===== src/hw/ias_consts.vh =====
// constants for the interrupt acceptance sequencer: register offsets,
// field positions, reset values and sequence timing.
// assumes it is included by its bare name from the design file.
`ifndef IAS_CONSTS_VH
`define IAS_CONSTS_VH

// apb byte offsets
`define IAS_OFF_IRQ_EN_UPPER   8'h00
`define IAS_OFF_IRQ_EN_MIDDLE  8'h04
`define IAS_OFF_IRQ_EN_LOWER   8'h08
`define IAS_OFF_REQ_UPPER      8'h0C
`define IAS_OFF_REQ_MIDDLE     8'h10
`define IAS_OFF_REQ_LOWER      8'h14
`define IAS_OFF_SRC_UPPER      8'h18
`define IAS_OFF_SRC_LOWER      8'h1C
`define IAS_OFF_PSW            8'h20
`define IAS_OFF_STATUS         8'h24
`define IAS_OFF_EDGE_SEL       8'hFC

// source count and its split into external and peripheral inputs
`define IAS_NUM_SRC            14
`define IAS_NUM_EXT            4
`define IAS_NUM_PERIPH         10

// processor status word fields
`define IAS_PSW_IE_BIT         2
`define IAS_PSW_BRK_BIT        4
`define IAS_PSW_RESET          8'h00

// edge select codes, two bits per external input
`define IAS_EDGE_OFF           2'h0
`define IAS_EDGE_FALL          2'h1
`define IAS_EDGE_RISE          2'h2
`define IAS_EDGE_BOTH          2'h3
`define IAS_EDGE_SEL_RESET     8'h00

// acceptance sequence, counted in oscillator periods
`define IAS_ACC_CYCLES         8
`define IAS_STEP_PUSH_PCH      3'h1
`define IAS_STEP_PUSH_PCL      3'h2
`define IAS_STEP_PUSH_PSW      3'h3
`define IAS_STEP_LOAD          3'h7

// vector table
`define IAS_VEC_EXT_A          16'hFFFA
`define IAS_VEC_EXT_B          16'hFFF8
`define IAS_VEC_EXT_C          16'hFFF6
`define IAS_VEC_EXT_D          16'hFFF4
`define IAS_VEC_UART           16'hFFF2
`define IAS_VEC_TMR0           16'hFFEE
`define IAS_VEC_TMR1           16'hFFEC
`define IAS_VEC_TMR2           16'hFFEA
`define IAS_VEC_TMR3           16'hFFE8
`define IAS_VEC_ADC            16'hFFE4
`define IAS_VEC_BIT            16'hFFE2
`define IAS_VEC_WDT            16'hFFE0

`endif


===== src/hw/ias_top.v =====
// interrupt acceptance and sequencing for an 8-bit cpu core, with an
// apb register port. assumes the core pulses instr_done at each
// instruction boundary and performs the memory pushes and vector fetch.
//
// Contract
// a pending request stays latched until accepted, reset or cleared.
// acceptance takes 8 clock periods after the instruction completes.
// return-from-interrupt restores the saved status word and ends service.
// first acceptance step clears the master enable flag.
// accepting a non-maskable trap blocks every further acceptance meanwhile.
// acceptance clears the accepted source's request flag.
// return pc and status word are pushed, stack pointer decremented three times.
// vector address is produced and loaded into the pc, then executed.
// master enable at zero blocks every maskable request, whatever its priority.
// enabling the master flag in a handler allows nesting of enabled sources.
// only pc and status word are saved; other registers are software's.
// the software trap has the lowest priority of all sources.
// the trap shares table call zero's vector and sets the break bit.
// simultaneous requests of different priority: the higher one is served.
// a hardware poll picks the served request among simultaneous ones.
// four external inputs are edge triggered, edge chosen by register 0xFC.
// each external input supports rising, falling or both edges.
// edges latch into request flags; priority samples them next cycle.
// an enabled active request makes the next instruction a hardware call.
// external request latency stays within twelve machine cycles.
// master enable is status bit 2, gating all maskable sources.
// source flag bits set on request and enable, never hardware cleared.
// a source with its enable bit zero is never accepted.
// software reads and writes the request flags.
// edge select gives each external input a two-bit mode field.
// acceptance starts at a boundary with the winner captured there.
`timescale 1ns/10ps
`include "ias_consts.vh"

module ias_top #(
  parameter NSRC      = `IAS_NUM_SRC,
  parameter NEXT      = `IAS_NUM_EXT,
  parameter TRAP_VEC  = 16'hFFC0
) (
  input  wire        clock,
  input  wire        reset,
  // apb slave
  input  wire        psel,
  input  wire        penable,
  input  wire        pwrite,
  input  wire [7:0]  paddr,
  input  wire [31:0] pwdata,
  output reg  [31:0] prdata_ff,
  output reg         pready_ff,
  output reg         pslverr_ff,
  // interrupt sources
  input  wire [3:0]  ext_irq_in,
  input  wire [9:0]  periph_irq,
  // core sequencer
  input  wire        instr_done,
  input  wire        software_trap_instr,
  input  wire        set_master_enable_instr,
  input  wire        clear_master_enable_instr,
  input  wire        return_from_irq_instr,
  input  wire [7:0]  pop_psw,
  input  wire        core_psw_we,
  input  wire [7:0]  core_psw_wdata,
  input  wire [15:0] return_pc,
  output reg         hw_call_ff,
  output reg         push_strobe_ff,
  output reg  [7:0]  push_data_ff,
  output reg         sp_dec_ff,
  output reg  [15:0] vector_addr_ff,
  output reg         vector_load_ff,
  output reg  [7:0]  processor_status_word_ff
);

  // ----------------------------------------------------------------
  // state and helpers
  // ----------------------------------------------------------------
  // idle waits for a boundary; acc walks the fixed eight-cycle call
  localparam ST_IDLE = 2'b01;
  localparam ST_ACC  = 2'b10;

  reg  [1:0]      state_ff;
  reg  [1:0]      nxt_state;
  reg  [2:0]      step_ff;
  reg  [NSRC-1:0] req_ff;
  reg  [NSRC-1:0] irq_en_ff;
  reg  [NSRC-1:0] src_flag_ff;
  reg  [7:0]      ext_edge_select_ff;
  reg  [NEXT-1:0] ext_prev_ff;
  reg             trap_pend_ff;
  reg  [3:0]      win_idx_ff;
  reg             win_trap_ff;
  reg  [3:0]      depth_ff;

  // first set bit in index order is the poll winner
  function [4:0] poll;
    input [NSRC-1:0] v;
    integer i;
    begin
      poll = 5'h0;
      for (i = NSRC - 1; i >= 0; i = i - 1) begin
        if (v[i]) begin
          poll = {1'b1, i[3:0]};
        end
      end
    end
  endfunction

  // shared vectors (uart rx/tx, watchdog/watch timer) leave it to the
  // source flags to tell the handler which one fired
  function [15:0] vec_of;
    input [3:0] idx;
    begin
      case (idx)
        4'h0:        vec_of = `IAS_VEC_EXT_A;
        4'h1:        vec_of = `IAS_VEC_EXT_B;
        4'h2:        vec_of = `IAS_VEC_EXT_C;
        4'h3:        vec_of = `IAS_VEC_EXT_D;
        4'h4, 4'h5:  vec_of = `IAS_VEC_UART;
        4'h6:        vec_of = `IAS_VEC_TMR0;
        4'h7:        vec_of = `IAS_VEC_TMR1;
        4'h8:        vec_of = `IAS_VEC_TMR2;
        4'h9:        vec_of = `IAS_VEC_TMR3;
        4'hA:        vec_of = `IAS_VEC_ADC;
        4'hB:        vec_of = `IAS_VEC_BIT;
        default:     vec_of = `IAS_VEC_WDT;
      endcase
    end
  endfunction

  // ----------------------------------------------------------------
  // external edge detection
  // ----------------------------------------------------------------
  // prev resets low to match the assumed idle level of the pins; a pin that
  // idles high shows no false rising edge, as edge select resets to off until prev has sampled it
  wire [NEXT-1:0] ext_edge;
  genvar g;
  generate
    for (g = 0; g < NEXT; g = g + 1) begin : g_edge
      wire [1:0] mode = ext_edge_select_ff[2*g+1:2*g];
      wire rise = ext_irq_in[g] & ~ext_prev_ff[g];
      wire fall = ~ext_irq_in[g] & ext_prev_ff[g];

      assign ext_edge[g] = (mode == `IAS_EDGE_RISE) ? rise :
                           (mode == `IAS_EDGE_FALL) ? fall :
                           (mode == `IAS_EDGE_BOTH) ? (rise | fall) : 1'b0;
    end
  endgenerate

  // ----------------------------------------------------------------
  // request polling
  // ----------------------------------------------------------------
  wire [NSRC-1:0] set_vec = {periph_irq, ext_edge};
  wire            ie      = processor_status_word_ff[`IAS_PSW_IE_BIT];
  // only registered flags are polled, so an edge waits one cycle
  wire [NSRC-1:0] pend    = req_ff & irq_en_ff;
  wire [4:0]      win     = poll(pend);
  wire            mask_go = win[4] & ie;
  // trap ignores the master enable and loses to a maskable winner only while that enable is set
  wire            trap_go = trap_pend_ff & ~mask_go;
  wire            start   = (state_ff == ST_IDLE) & instr_done
                            & (mask_go | trap_go);
  wire            acc_clr = (state_ff == ST_ACC) & (step_ff == 3'h0) & ~win_trap_ff;

  // ----------------------------------------------------------------
  // apb decode
  // ----------------------------------------------------------------
  // writes act only in the access cycle, once ready is already high;
  // reads are captured at setup so the data stand through the access cycle
  wire apb_wr = psel & penable & pready_ff & pwrite;
  wire [7:0] wb = pwdata[7:0];

  reg        hit;
  reg [7:0]  rd;
  always @* begin
    hit = 1'b1;
    rd  = 8'h00;
    case (paddr)
      `IAS_OFF_IRQ_EN_UPPER:  rd = {3'h0, irq_en_ff[4:0]};
      `IAS_OFF_IRQ_EN_MIDDLE: rd = {3'h0, irq_en_ff[9:5]};
      `IAS_OFF_IRQ_EN_LOWER:  rd = {4'h0, irq_en_ff[13:10]};
      `IAS_OFF_REQ_UPPER:     rd = {3'h0, req_ff[4:0]};
      `IAS_OFF_REQ_MIDDLE:    rd = {3'h0, req_ff[9:5]};
      `IAS_OFF_REQ_LOWER:     rd = {4'h0, req_ff[13:10]};
      `IAS_OFF_SRC_UPPER:     rd = {1'b0, src_flag_ff[6:0]};
      `IAS_OFF_SRC_LOWER:     rd = {1'b0, src_flag_ff[13:7]};
      `IAS_OFF_PSW:           rd = processor_status_word_ff;
      `IAS_OFF_STATUS:        rd = {state_ff[1], trap_pend_ff, 2'h0, depth_ff};
      `IAS_OFF_EDGE_SEL:      rd = ext_edge_select_ff;
      default:                hit = 1'b0;
    endcase
  end

  // software image of the request and source flags, before hardware set and clear
  reg [NSRC-1:0] req_sw;
  reg [NSRC-1:0] src_sw;
  always @* begin
    req_sw = req_ff;
    src_sw = src_flag_ff;
    if (apb_wr) begin
      case (paddr)
        `IAS_OFF_REQ_UPPER:  req_sw[4:0]   = wb[4:0];
        `IAS_OFF_REQ_MIDDLE: req_sw[9:5]   = wb[4:0];
        `IAS_OFF_REQ_LOWER:  req_sw[13:10] = wb[3:0];
        `IAS_OFF_SRC_UPPER:  src_sw[6:0]   = src_flag_ff[6:0] & ~wb[6:0];
        `IAS_OFF_SRC_LOWER:  src_sw[13:7]  = src_flag_ff[13:7] & ~wb[6:0];
        default:             req_sw = req_ff;
      endcase
    end
  end

  // ----------------------------------------------------------------
  // request, enable and source flags
  // ----------------------------------------------------------------
  // accept-clear uses the frozen winner, not the live poll, so a newer
  // request arriving mid-sequence cannot have its flag cleared instead
  reg [NSRC-1:0] acc_mask;
  always @* begin
    acc_mask = {NSRC{1'b0}};
    if (acc_clr) begin
      acc_mask[win_idx_ff] = 1'b1;
    end
  end

  always @(posedge clock) begin
    if (reset) begin
      req_ff             <= {NSRC{1'b0}};
      src_flag_ff        <= {NSRC{1'b0}};
      irq_en_ff          <= {NSRC{1'b0}};
      ext_edge_select_ff <= `IAS_EDGE_SEL_RESET;
      ext_prev_ff        <= {NEXT{1'b0}};
      trap_pend_ff       <= 1'b0;
    end else begin
      ext_prev_ff <= ext_irq_in;
      // flag held until accepted or cleared; a new event beats the clear
      req_ff      <= (req_sw & ~acc_mask) | set_vec;
      src_flag_ff <= src_sw | (req_ff & irq_en_ff);
      if (software_trap_instr) begin
        trap_pend_ff <= 1'b1;
      end else if (start & trap_go) begin
        trap_pend_ff <= 1'b0;
      end
      if (apb_wr) begin
        case (paddr)
          `IAS_OFF_IRQ_EN_UPPER:  irq_en_ff[4:0]     <= wb[4:0];
          `IAS_OFF_IRQ_EN_MIDDLE: irq_en_ff[9:5]     <= wb[4:0];
          `IAS_OFF_IRQ_EN_LOWER:  irq_en_ff[13:10]   <= wb[3:0];
          `IAS_OFF_EDGE_SEL:      ext_edge_select_ff <= wb;
          default:                irq_en_ff          <= irq_en_ff;
        endcase
      end
    end
  end

  // ----------------------------------------------------------------
  // acceptance sequence
  // ----------------------------------------------------------------
  // step_ff is zero in the first acc cycle; pushes fall on steps one to
  // three and the vector load on step seven, eight cycles in all
  always @* begin
    case (state_ff)
      ST_IDLE: nxt_state = start ? ST_ACC : ST_IDLE;
      // no new acceptance while here, trap or not
      ST_ACC:  nxt_state = (step_ff == `IAS_STEP_LOAD) ? ST_IDLE : ST_ACC;
      default: nxt_state = ST_IDLE;
    endcase
  end

  // later assignments win; the accept clear comes last so that a return at
  // the same boundary cannot reopen the mask during the call
  reg [7:0] nxt_psw;
  always @* begin
    nxt_psw = processor_status_word_ff;
    if (core_psw_we) begin
      nxt_psw = core_psw_wdata;
    end
    if (apb_wr && paddr == `IAS_OFF_PSW) begin
      nxt_psw = wb;
    end
    if (set_master_enable_instr) begin
      nxt_psw[`IAS_PSW_IE_BIT] = 1'b1;
    end
    if (clear_master_enable_instr) begin
      nxt_psw[`IAS_PSW_IE_BIT] = 1'b0;
    end
    if (return_from_irq_instr) begin
      nxt_psw = pop_psw;
    end
    if (start) begin
      nxt_psw[`IAS_PSW_IE_BIT] = 1'b0;
      if (trap_go) begin
        nxt_psw[`IAS_PSW_BRK_BIT] = 1'b1;
      end
    end
  end

  always @(posedge clock) begin
    if (reset) begin
      state_ff                 <= ST_IDLE;
      step_ff                  <= 3'h0;
      win_idx_ff               <= 4'h0;
      win_trap_ff              <= 1'b0;
      depth_ff                 <= 4'h0;
      processor_status_word_ff <= `IAS_PSW_RESET;
      hw_call_ff               <= 1'b0;
      push_strobe_ff           <= 1'b0;
      push_data_ff             <= 8'h00;
      sp_dec_ff                <= 1'b0;
      vector_addr_ff           <= 16'h0000;
      vector_load_ff           <= 1'b0;
    end else begin
      state_ff                 <= nxt_state;
      processor_status_word_ff <= nxt_psw;
      push_strobe_ff           <= 1'b0;
      sp_dec_ff                <= 1'b0;
      vector_load_ff           <= 1'b0;
      step_ff <= (state_ff == ST_ACC) ? step_ff + 3'h1 : 3'h0;
      if (start) begin
        // winner frozen here so the vector cannot move mid-sequence
        win_idx_ff     <= win[3:0];
        win_trap_ff    <= trap_go;
        vector_addr_ff <= trap_go ? TRAP_VEC : vec_of(win[3:0]);
        hw_call_ff     <= 1'b1;
      end
      if (state_ff == ST_ACC) begin
        // only pc and status word go to the stack
        case (step_ff)
          `IAS_STEP_PUSH_PCH: begin
            push_strobe_ff <= 1'b1;
            push_data_ff   <= return_pc[15:8];
            sp_dec_ff      <= 1'b1;
          end
          `IAS_STEP_PUSH_PCL: begin
            push_strobe_ff <= 1'b1;
            push_data_ff   <= return_pc[7:0];
            sp_dec_ff      <= 1'b1;
          end
          `IAS_STEP_PUSH_PSW: begin
            push_strobe_ff <= 1'b1;
            push_data_ff   <= processor_status_word_ff;
            sp_dec_ff      <= 1'b1;
          end
          `IAS_STEP_LOAD: begin
            vector_load_ff <= 1'b1;
            hw_call_ff     <= 1'b0;
            depth_ff       <= depth_ff + 4'h1;
          end
          default: push_data_ff <= push_data_ff;
        endcase
      end else if (return_from_irq_instr && depth_ff != 4'h0) begin
        depth_ff <= depth_ff - 4'h1;
      end
    end
  end

  // ----------------------------------------------------------------
  // apb answer: one access cycle, registered data
  // ----------------------------------------------------------------
  // zero wait states; pslverr rides with ready so an unmapped access still ends
  always @(posedge clock) begin
    if (reset) begin
      prdata_ff  <= 32'h0000_0000;
      pready_ff  <= 1'b0;
      pslverr_ff <= 1'b0;
    end else begin
      pready_ff  <= psel & ~penable;
      pslverr_ff <= psel & ~penable & ~hit;
      if (psel & ~penable) begin
        prdata_ff <= {24'h000000, rd};
      end
    end
  end

endmodule


===== config.mk =====
export PLATFORM = sky130hd
export DESIGN_NAME = ias_top
export DESIGN_NICKNAME = d
export VERILOG_FILES = /design/src/hw/ias_top.v
export VERILOG_INCLUDE_DIRS = /design/src /design/src/hw
export SDC_FILE = /design/constraint.sdc
export NUM_CORES = 1
export LEC_CHECK = 0
export BUFFER_PORTS_ARGS = -buffer_cell sky130_fd_sc_hd__buf_2
export CAP_MARGIN = 20
export CORE_MARGIN = 2
export CORE_UTILIZATION = 55
export CTS_CLUSTER_DIAMETER = 100
export DETAILED_ROUTE_END_ITERATION = 7
export HOLD_SLACK_MARGIN = 0.03
export PLACE_DENSITY = 0.91
export SLEW_MARGIN = 15
export SYNTH_ARGS = -nofsm -noshare
export SYNTH_HDL_FRONTEND = slang
export SYNTH_SLANG_ARGS = --single-unit

===== constraint.sdc =====
create_clock -name clock -period 6.4 [get_ports clock]
set_input_delay 1.28 -clock clock [delete_from_list [all_inputs] [get_ports clock]]
set_output_delay 1.28 -clock clock [all_outputs]
set_load 0.02 [all_outputs]

== Word level (Yosys, flattened, before mapping) ==
Memory sizes are Yosys's and may differ from the RTL's.
Index checks and enable logic that the tools add are counted.

* Add/sub/neg operators: 3
* Multiply operators: 0
* Div/mod/pow operators: 0
* Order comparisons: 2
* Equality and inequality tests: 29
* Shift operators: 0
* Multiplexer cells: 60
* Bitwise logic cells: 46
* Reductions and logical operators: 21

{| class="wikitable"
|+ Operator list
! cell !! count
|-
| $pmux 8 s11 || 1
|-
| $mux 5 || 16
|-
| $mux 14 || 3
|-
| $eq 8x5->1 const B || 4
|-
| $and 14x14->14 || 2
|-
| $or 14x14->14 || 2
|-
| $mux 1 || 25
|-
| $mux 8 || 3
|-
| $pmux 8 s3 || 1
|-
| $and 1x1->1 || 20
|-
| $eq 2x2->1 const B || 9
|-
| $eq 8x4->1 const B || 2
|-
| $eq 8x6->1 const B || 2
|-
| $mux 16 || 1
|-
| $mux 4 || 4
|-
| $and 7x7->7 || 2
|-
| $mux 7 || 2
|-
| $not 14->14 || 1
|-
| $not 1->1 || 13
|-
| $reduce_and 2->1 || 6
|-
| $reduce_or 11->1 || 1
|-
| $eq 2x1->1 const B || 5
|-
| $eq 8x3->1 const B || 1
|-
| $eq 8x8->1 const B || 1
|-
| 23 further kinds || 34
|}

* Bits in registers: 114
* Bits in latches: 0
* Bits in writable memories: 0
* Memory bits (read-only): 64
* Output and inout port bits: 70
* Memories: 1

{| class="wikitable"
|+ Memories
! memory !! words !! bits a word !! rd ports !! clocked after Yosys merged registers in !! write ports !! RTL line !! source
|-
| (no name shown) || 16 || 4 || 1 || 0 || 0 || ias_top.v:112 || <nowiki>case (idx)</nowiki>
|}

== Logic depth before layout (Yosys ltp) ==
* Depth in word-level cells: 23
* Depth in mapped cells: 9
* Mapped depth without buffers: 9

== Worst setup path before layout ==
Ideal clock, no wire load.

* Path kind: in2reg
* Start point: input paddr[7]
* End point: register req_ff[7]
* Arrival: 2.966 ns
* Required time: 6.272 ns
* Path slack: 3.307 ns
* Stages: 6
* Buffers on the path: 1
* Path through: buf_2 > or4b_2 > nor3_4 > mux2_2 > a21oi_1 > nor2_1

* Longest elaborated chain between the ends: 5

{| class="wikitable"
|+ RTL lines
! what !! RTL line !! source
|-
| start, declared || ias_top.v:46 || <nowiki>input wire [7:0] paddr,</nowiki>
|-
| $eq 8x5->1 || ias_top.v:199 || <nowiki>case (paddr)</nowiki>
|-
| $mux 5 || ias_top.v:199 ||
|-
| $mux 14 || ias_top.v:198 || <nowiki>if (apb_wr) begin</nowiki>
|-
| $and 14x14->14 || ias_top.v:234 || <nowiki>req_ff <= (req_sw & ~acc_mask) | set_vec;</nowiki>
|-
| $or 14x14->14 || ias_top.v:234 ||
|-
| end signal, assigned || ias_top.v:225 || <nowiki>req_ff <= {NSRC{1'b0}};</nowiki>
|-
| end signal, assigned || ias_top.v:234 ||
|-
| end, declared || ias_top.v:83 || <nowiki>reg [NSRC-1:0] req_ff;</nowiki>
|}

No other way between the ends.
A chain may end at the register's enable or synchronous reset.

== Worst setup path after layout ==
* Start point: input paddr[3]
* End point: register processor_status_word_ff[7]

* Longest elaborated chain between the ends: 4
* Elaborated cells between the ends (all ways): 5

{| class="wikitable"
|+ RTL lines
! what !! RTL line !! source
|-
| $eq 8x6->1 * || - ||
|-
| $logic_and 1x1->1 (no source line) * || - ||
|-
| $mux 8 || ias_top.v:275 || <nowiki>if (apb_wr && paddr == `IAS_OFF_PSW) begin</nowiki>
|-
| $mux 8 || ias_top.v:284 || <nowiki>if (return_from_irq_instr) begin</nowiki>
|-
| end signal, assigned || ias_top.v:302 || <nowiki>processor_status_word_ff <= `IAS_PSW_RESET;</nowiki>
|-
| end signal, assigned || ias_top.v:311 || <nowiki>processor_status_word_ff <= nxt_psw;</nowiki>
|-
| end, declared || ias_top.v:70 || <nowiki>output reg [7:0] processor_status_word_ff</nowiki>
|}

Mark *: on every way between the ends. The rest lies on a longest branch, timed or not.

==> results.py <==
metrics = {
    "global_routing": {
        "gr-total-overflow": 0,
        "grt_pass1_wl_um": 26000,
        "gr-usage-all-layers": 0.280,
        "antenna_found_initial": 0,
        "grt_start_max_net_pins": 92,
        "grt_pass1_vias": 5127,
    },
    "synthesis": {
        "synth_area_leader_cell": "dfxtp_1",
        "synth_edf_count": 0,
        "yosys_warnings": 0,
        "seq_area_frac_synth": 0.346,
        "yosysMostFrequentCell": "dfxtp_1",
        "synthTopCellsByArea": "dfxtp_1 (35%), mux2i_1 (6.1%), nor2_1 (5.8%), a21oi_1 (5.5%), ha_1 (4.6%)",
        "postSynthAreaPerCell_um2": 8.34,
        "synthTopCellsByCount": "dfxtp_1 (104), nor2_1 (93), a21oi_1 (66), nand2_1 (42), inv_1 (40)",
        "syn_area_um2": 6020,
        "synth_top_area_frac": 0.346,
        "synth_cell_types": 71,
        "ys_ff_latch": 104,
        "postSynthCellCount": 722,
        "async_reset_ff_frac": 0,
        "synth_ff_type": "dfxtp_1",
    },
    "timing": {
        "tightestPinTransition_ps": 999,
        "maxSlewHeadroom": 0.332,
        "max_freq_mhz": 301,
        "final_hold_viol_count": 0,
        "tns_ps": 0,
        "drv_slew": 0,
        "grt_setup_unrepaired": "false",
        "finalSetupViolations": 0,
        "fin_crit_sh": 0.520,
        "final.min_clock_period_ps": 3330,
        "skew_ps": 11.3,
        "hold_ws_ps": 483,
    },
    "drt": {
        "wl_met3_um": 1710,
        "vias": 5747,
        "drtIter0Drc": 904,
        "wirelength_um": 16600,
        "dr.pass1.iters": 8,
        "dr_wl_met2_um": 7610,
        "top_layer": "met4",
        "wl_per_cell_um": 17.5,
        "viasPerCell": 6.06,
        "ant_nets": 0,
        "drc": 0,
        "wl_met1_um": 6800,
    },
    "floorplanning": {
        "die_x_um": 109,
        "die_y_um": 109,
        "start_util": 0.561,
        "core_um2": 10700,
        "fp.dieArea_um2": 11800,
        "ios": 167,
        "rows": 38,
    },
    "power_and_ir_drop": {
        "clockPowerShare": 0.316,
        "powerDensity_nw_per_um2": 204,
        "peakVddDrop_mv": 0.158,
        "p_sw_mw": 0.411,
        "leakage_nw": 2.87,
        "netSwitchingFraction": 0.303,
        "seqPwrFrac": 0.520,
        "p_comb_frac": 0.164,
        "cellInternalPower_mw": 0.947,
    },
    "outcome": {
        "status": "complete, no violations",
    },
    "cells_and_area": {
        "final_area_um2": 6670,
        "diodes": 0,
        "area_growth_pct": 10.8,
        "fin_util": 0.621,
        "drive_gt1_frac": 0.215,
        "final_nets": 924,
    },
    "cts": {
        "cts_buffers": 9,
        "cts_setup_buffers": 0,
        "clkTransAtPathRegs_ps": 110,
        "clk_path_buf_depth": 2,
        "cts_hold_buffers": 0,
        "cts_sinks": 104,
        "root_buffer": "clkbuf_8",
        "worstSkewPairLatency_ps": 380,
        "cts_tree": "done",
        "htreeDepth": 3,
        "ctsResizeCount": 0,
    },
    "setup_path": {
        "worstPathMaxFanout": 26,
        "crit_path_max_incr_delay_ps": 780,
        "start_kind": "primary input",
        "endpoint_kind": "flop",
        "critPathRequiredTime_ps": 6690,
        "crit_path_cell_trace": "buf_2 > or4_1 > nor3_4 > nor3_1 > a2111oi_2",
        "crit_arrival_ps": 3620,
        "crit_type": "in -> reg",
        "cpMaxStageDelayCell": "or4_1",
    },
    "hold_path": {
        "hp-class": "reg -> reg",
    },
    "placed_design": {
        "gp_congestion": 0.986,
        "placed_area_um2": 6460,
        "io_buffers": 117,
        "dp_hpwl_um": 12400,
    },
    "job": {
        "cap_violations": 0,
    },
}
[layout make-up]
| class | instances | area (um2) |
|---|---|---|
| Fill cell | 936 | 4070 |
| Multi-Input combinational cell | 529 | 3450 |
| Sequential cell | 104 | 2080 |
| Timing Repair Buffer | 120 | 608 |
| Tap cell | 140 | 175 |
| Inverter | 40 | 150 |
| Clock buffer | 9 | 124 |
| Clock inverter | 7 | 80.1 |
[placed cells by master (no fill, tap or decap), types with 9 or more instances in the layout]
| cell type | instances |
|---|---|
| nand2_1 | 42 |
| dfxtp_1 | 104 |
| nor2_1 | 93 |
| o21ai_0 | 25 |
| conb_1 | 25 |
| clkbuf_8 | 9 |
| nor3_1 | 10 |
| a22oi_1 | 22 |
| buf_2 | 117 |
| ha_1 | 22 |
| nor2b_1 | 13 |
| nand3_1 | 17 |
| mux2_2 | 16 |
| mux2i_1 | 37 |
| inv_1 | 40 |
| a211oi_1 | 15 |
| a21oi_1 | 66 |
[flip-flops by register name (all words and copies together) (netlist names), 2 cells and up]
register / count
depth_ff: 4
ext_edge_select_ff: 8
ext_prev_ff: 4
irq_en_ff: 14
prdata_ff: 8
processor_status_word_ff: 8
push_data_ff: 8
req_ff: 14
src_flag_ff: 14
state_ff: 2
step_ff: 3
vector_addr_ff: 6
win_idx_ff: 4
[layer usage]
layer / GRT usage / vias to the layer above
met4: 0.0934 / 0
li1: - / 2695
met3: 0.0317 / 54
met2: 0.450 / 366
met1: 0.392 / 2632
met5: 0 / -
[worst paths after layout]
path | startpoint | to | slack [ps] | cells past startpoint
worst min register to register | src_flag_ff[3] | src_flag_ff[3] | 480 | 2
worst max-delay path | paddr[3] | processor_status_word_ff[7] | 3070 | 5
worst min-delay path | src_flag_ff[3] | src_flag_ff[3] | 480 | 2
worst max register to register | req_ff[7] | processor_status_word_ff[2] | 3980 | 6
[power groups by stage]
stage / Combinational, mW / Sequential (mW) / Clock, mW
2_1_floorplan: 0.163 / 0.718 / 0
3_3_place_gp: 0.214 / 0.719 / 0
3_5_place_dp: 0.220 / 0.720 / 0
4_1_cts: 0.221 / 0.705 / 0.433
5_1_grt: 0.247 / 0.709 / 0.456
6_report: 0.223 / 0.706 / 0.429
[critical path, delay by kind of cell]
family,cells,cell delay [ps]
AO/OA/AOI/OAI,1,390
buffers and inverters,1,260
AND/OR/NAND/NOR,3,1670
[per-stage QoR]
stage / power [mW] / worst slack, ps / cells
floorplan: 0.881 / 3310 / 746
global placement: 0.933 / 2780 / 932
detailed placement: 0.940 / 2710 / 932
CTS: 1.36 / 3110 / 948
global route: 1.41 / 2940 / 949
finish: 1.36 / 3070 / 949
[cell families after synthesis]
logic type | synth area share
flip-flops | 0.346
multiplexers | 0.0914
buffers and inverters | 0.0958
XOR/XNOR | 0.00436
AND/OR/NAND/NOR | 0.193
other | 0.000623
AO/OA/AOI/OAI | 0.220
adder cells (fa/ha/maj) | 0.0490
(Power assumes the default switching activity.)
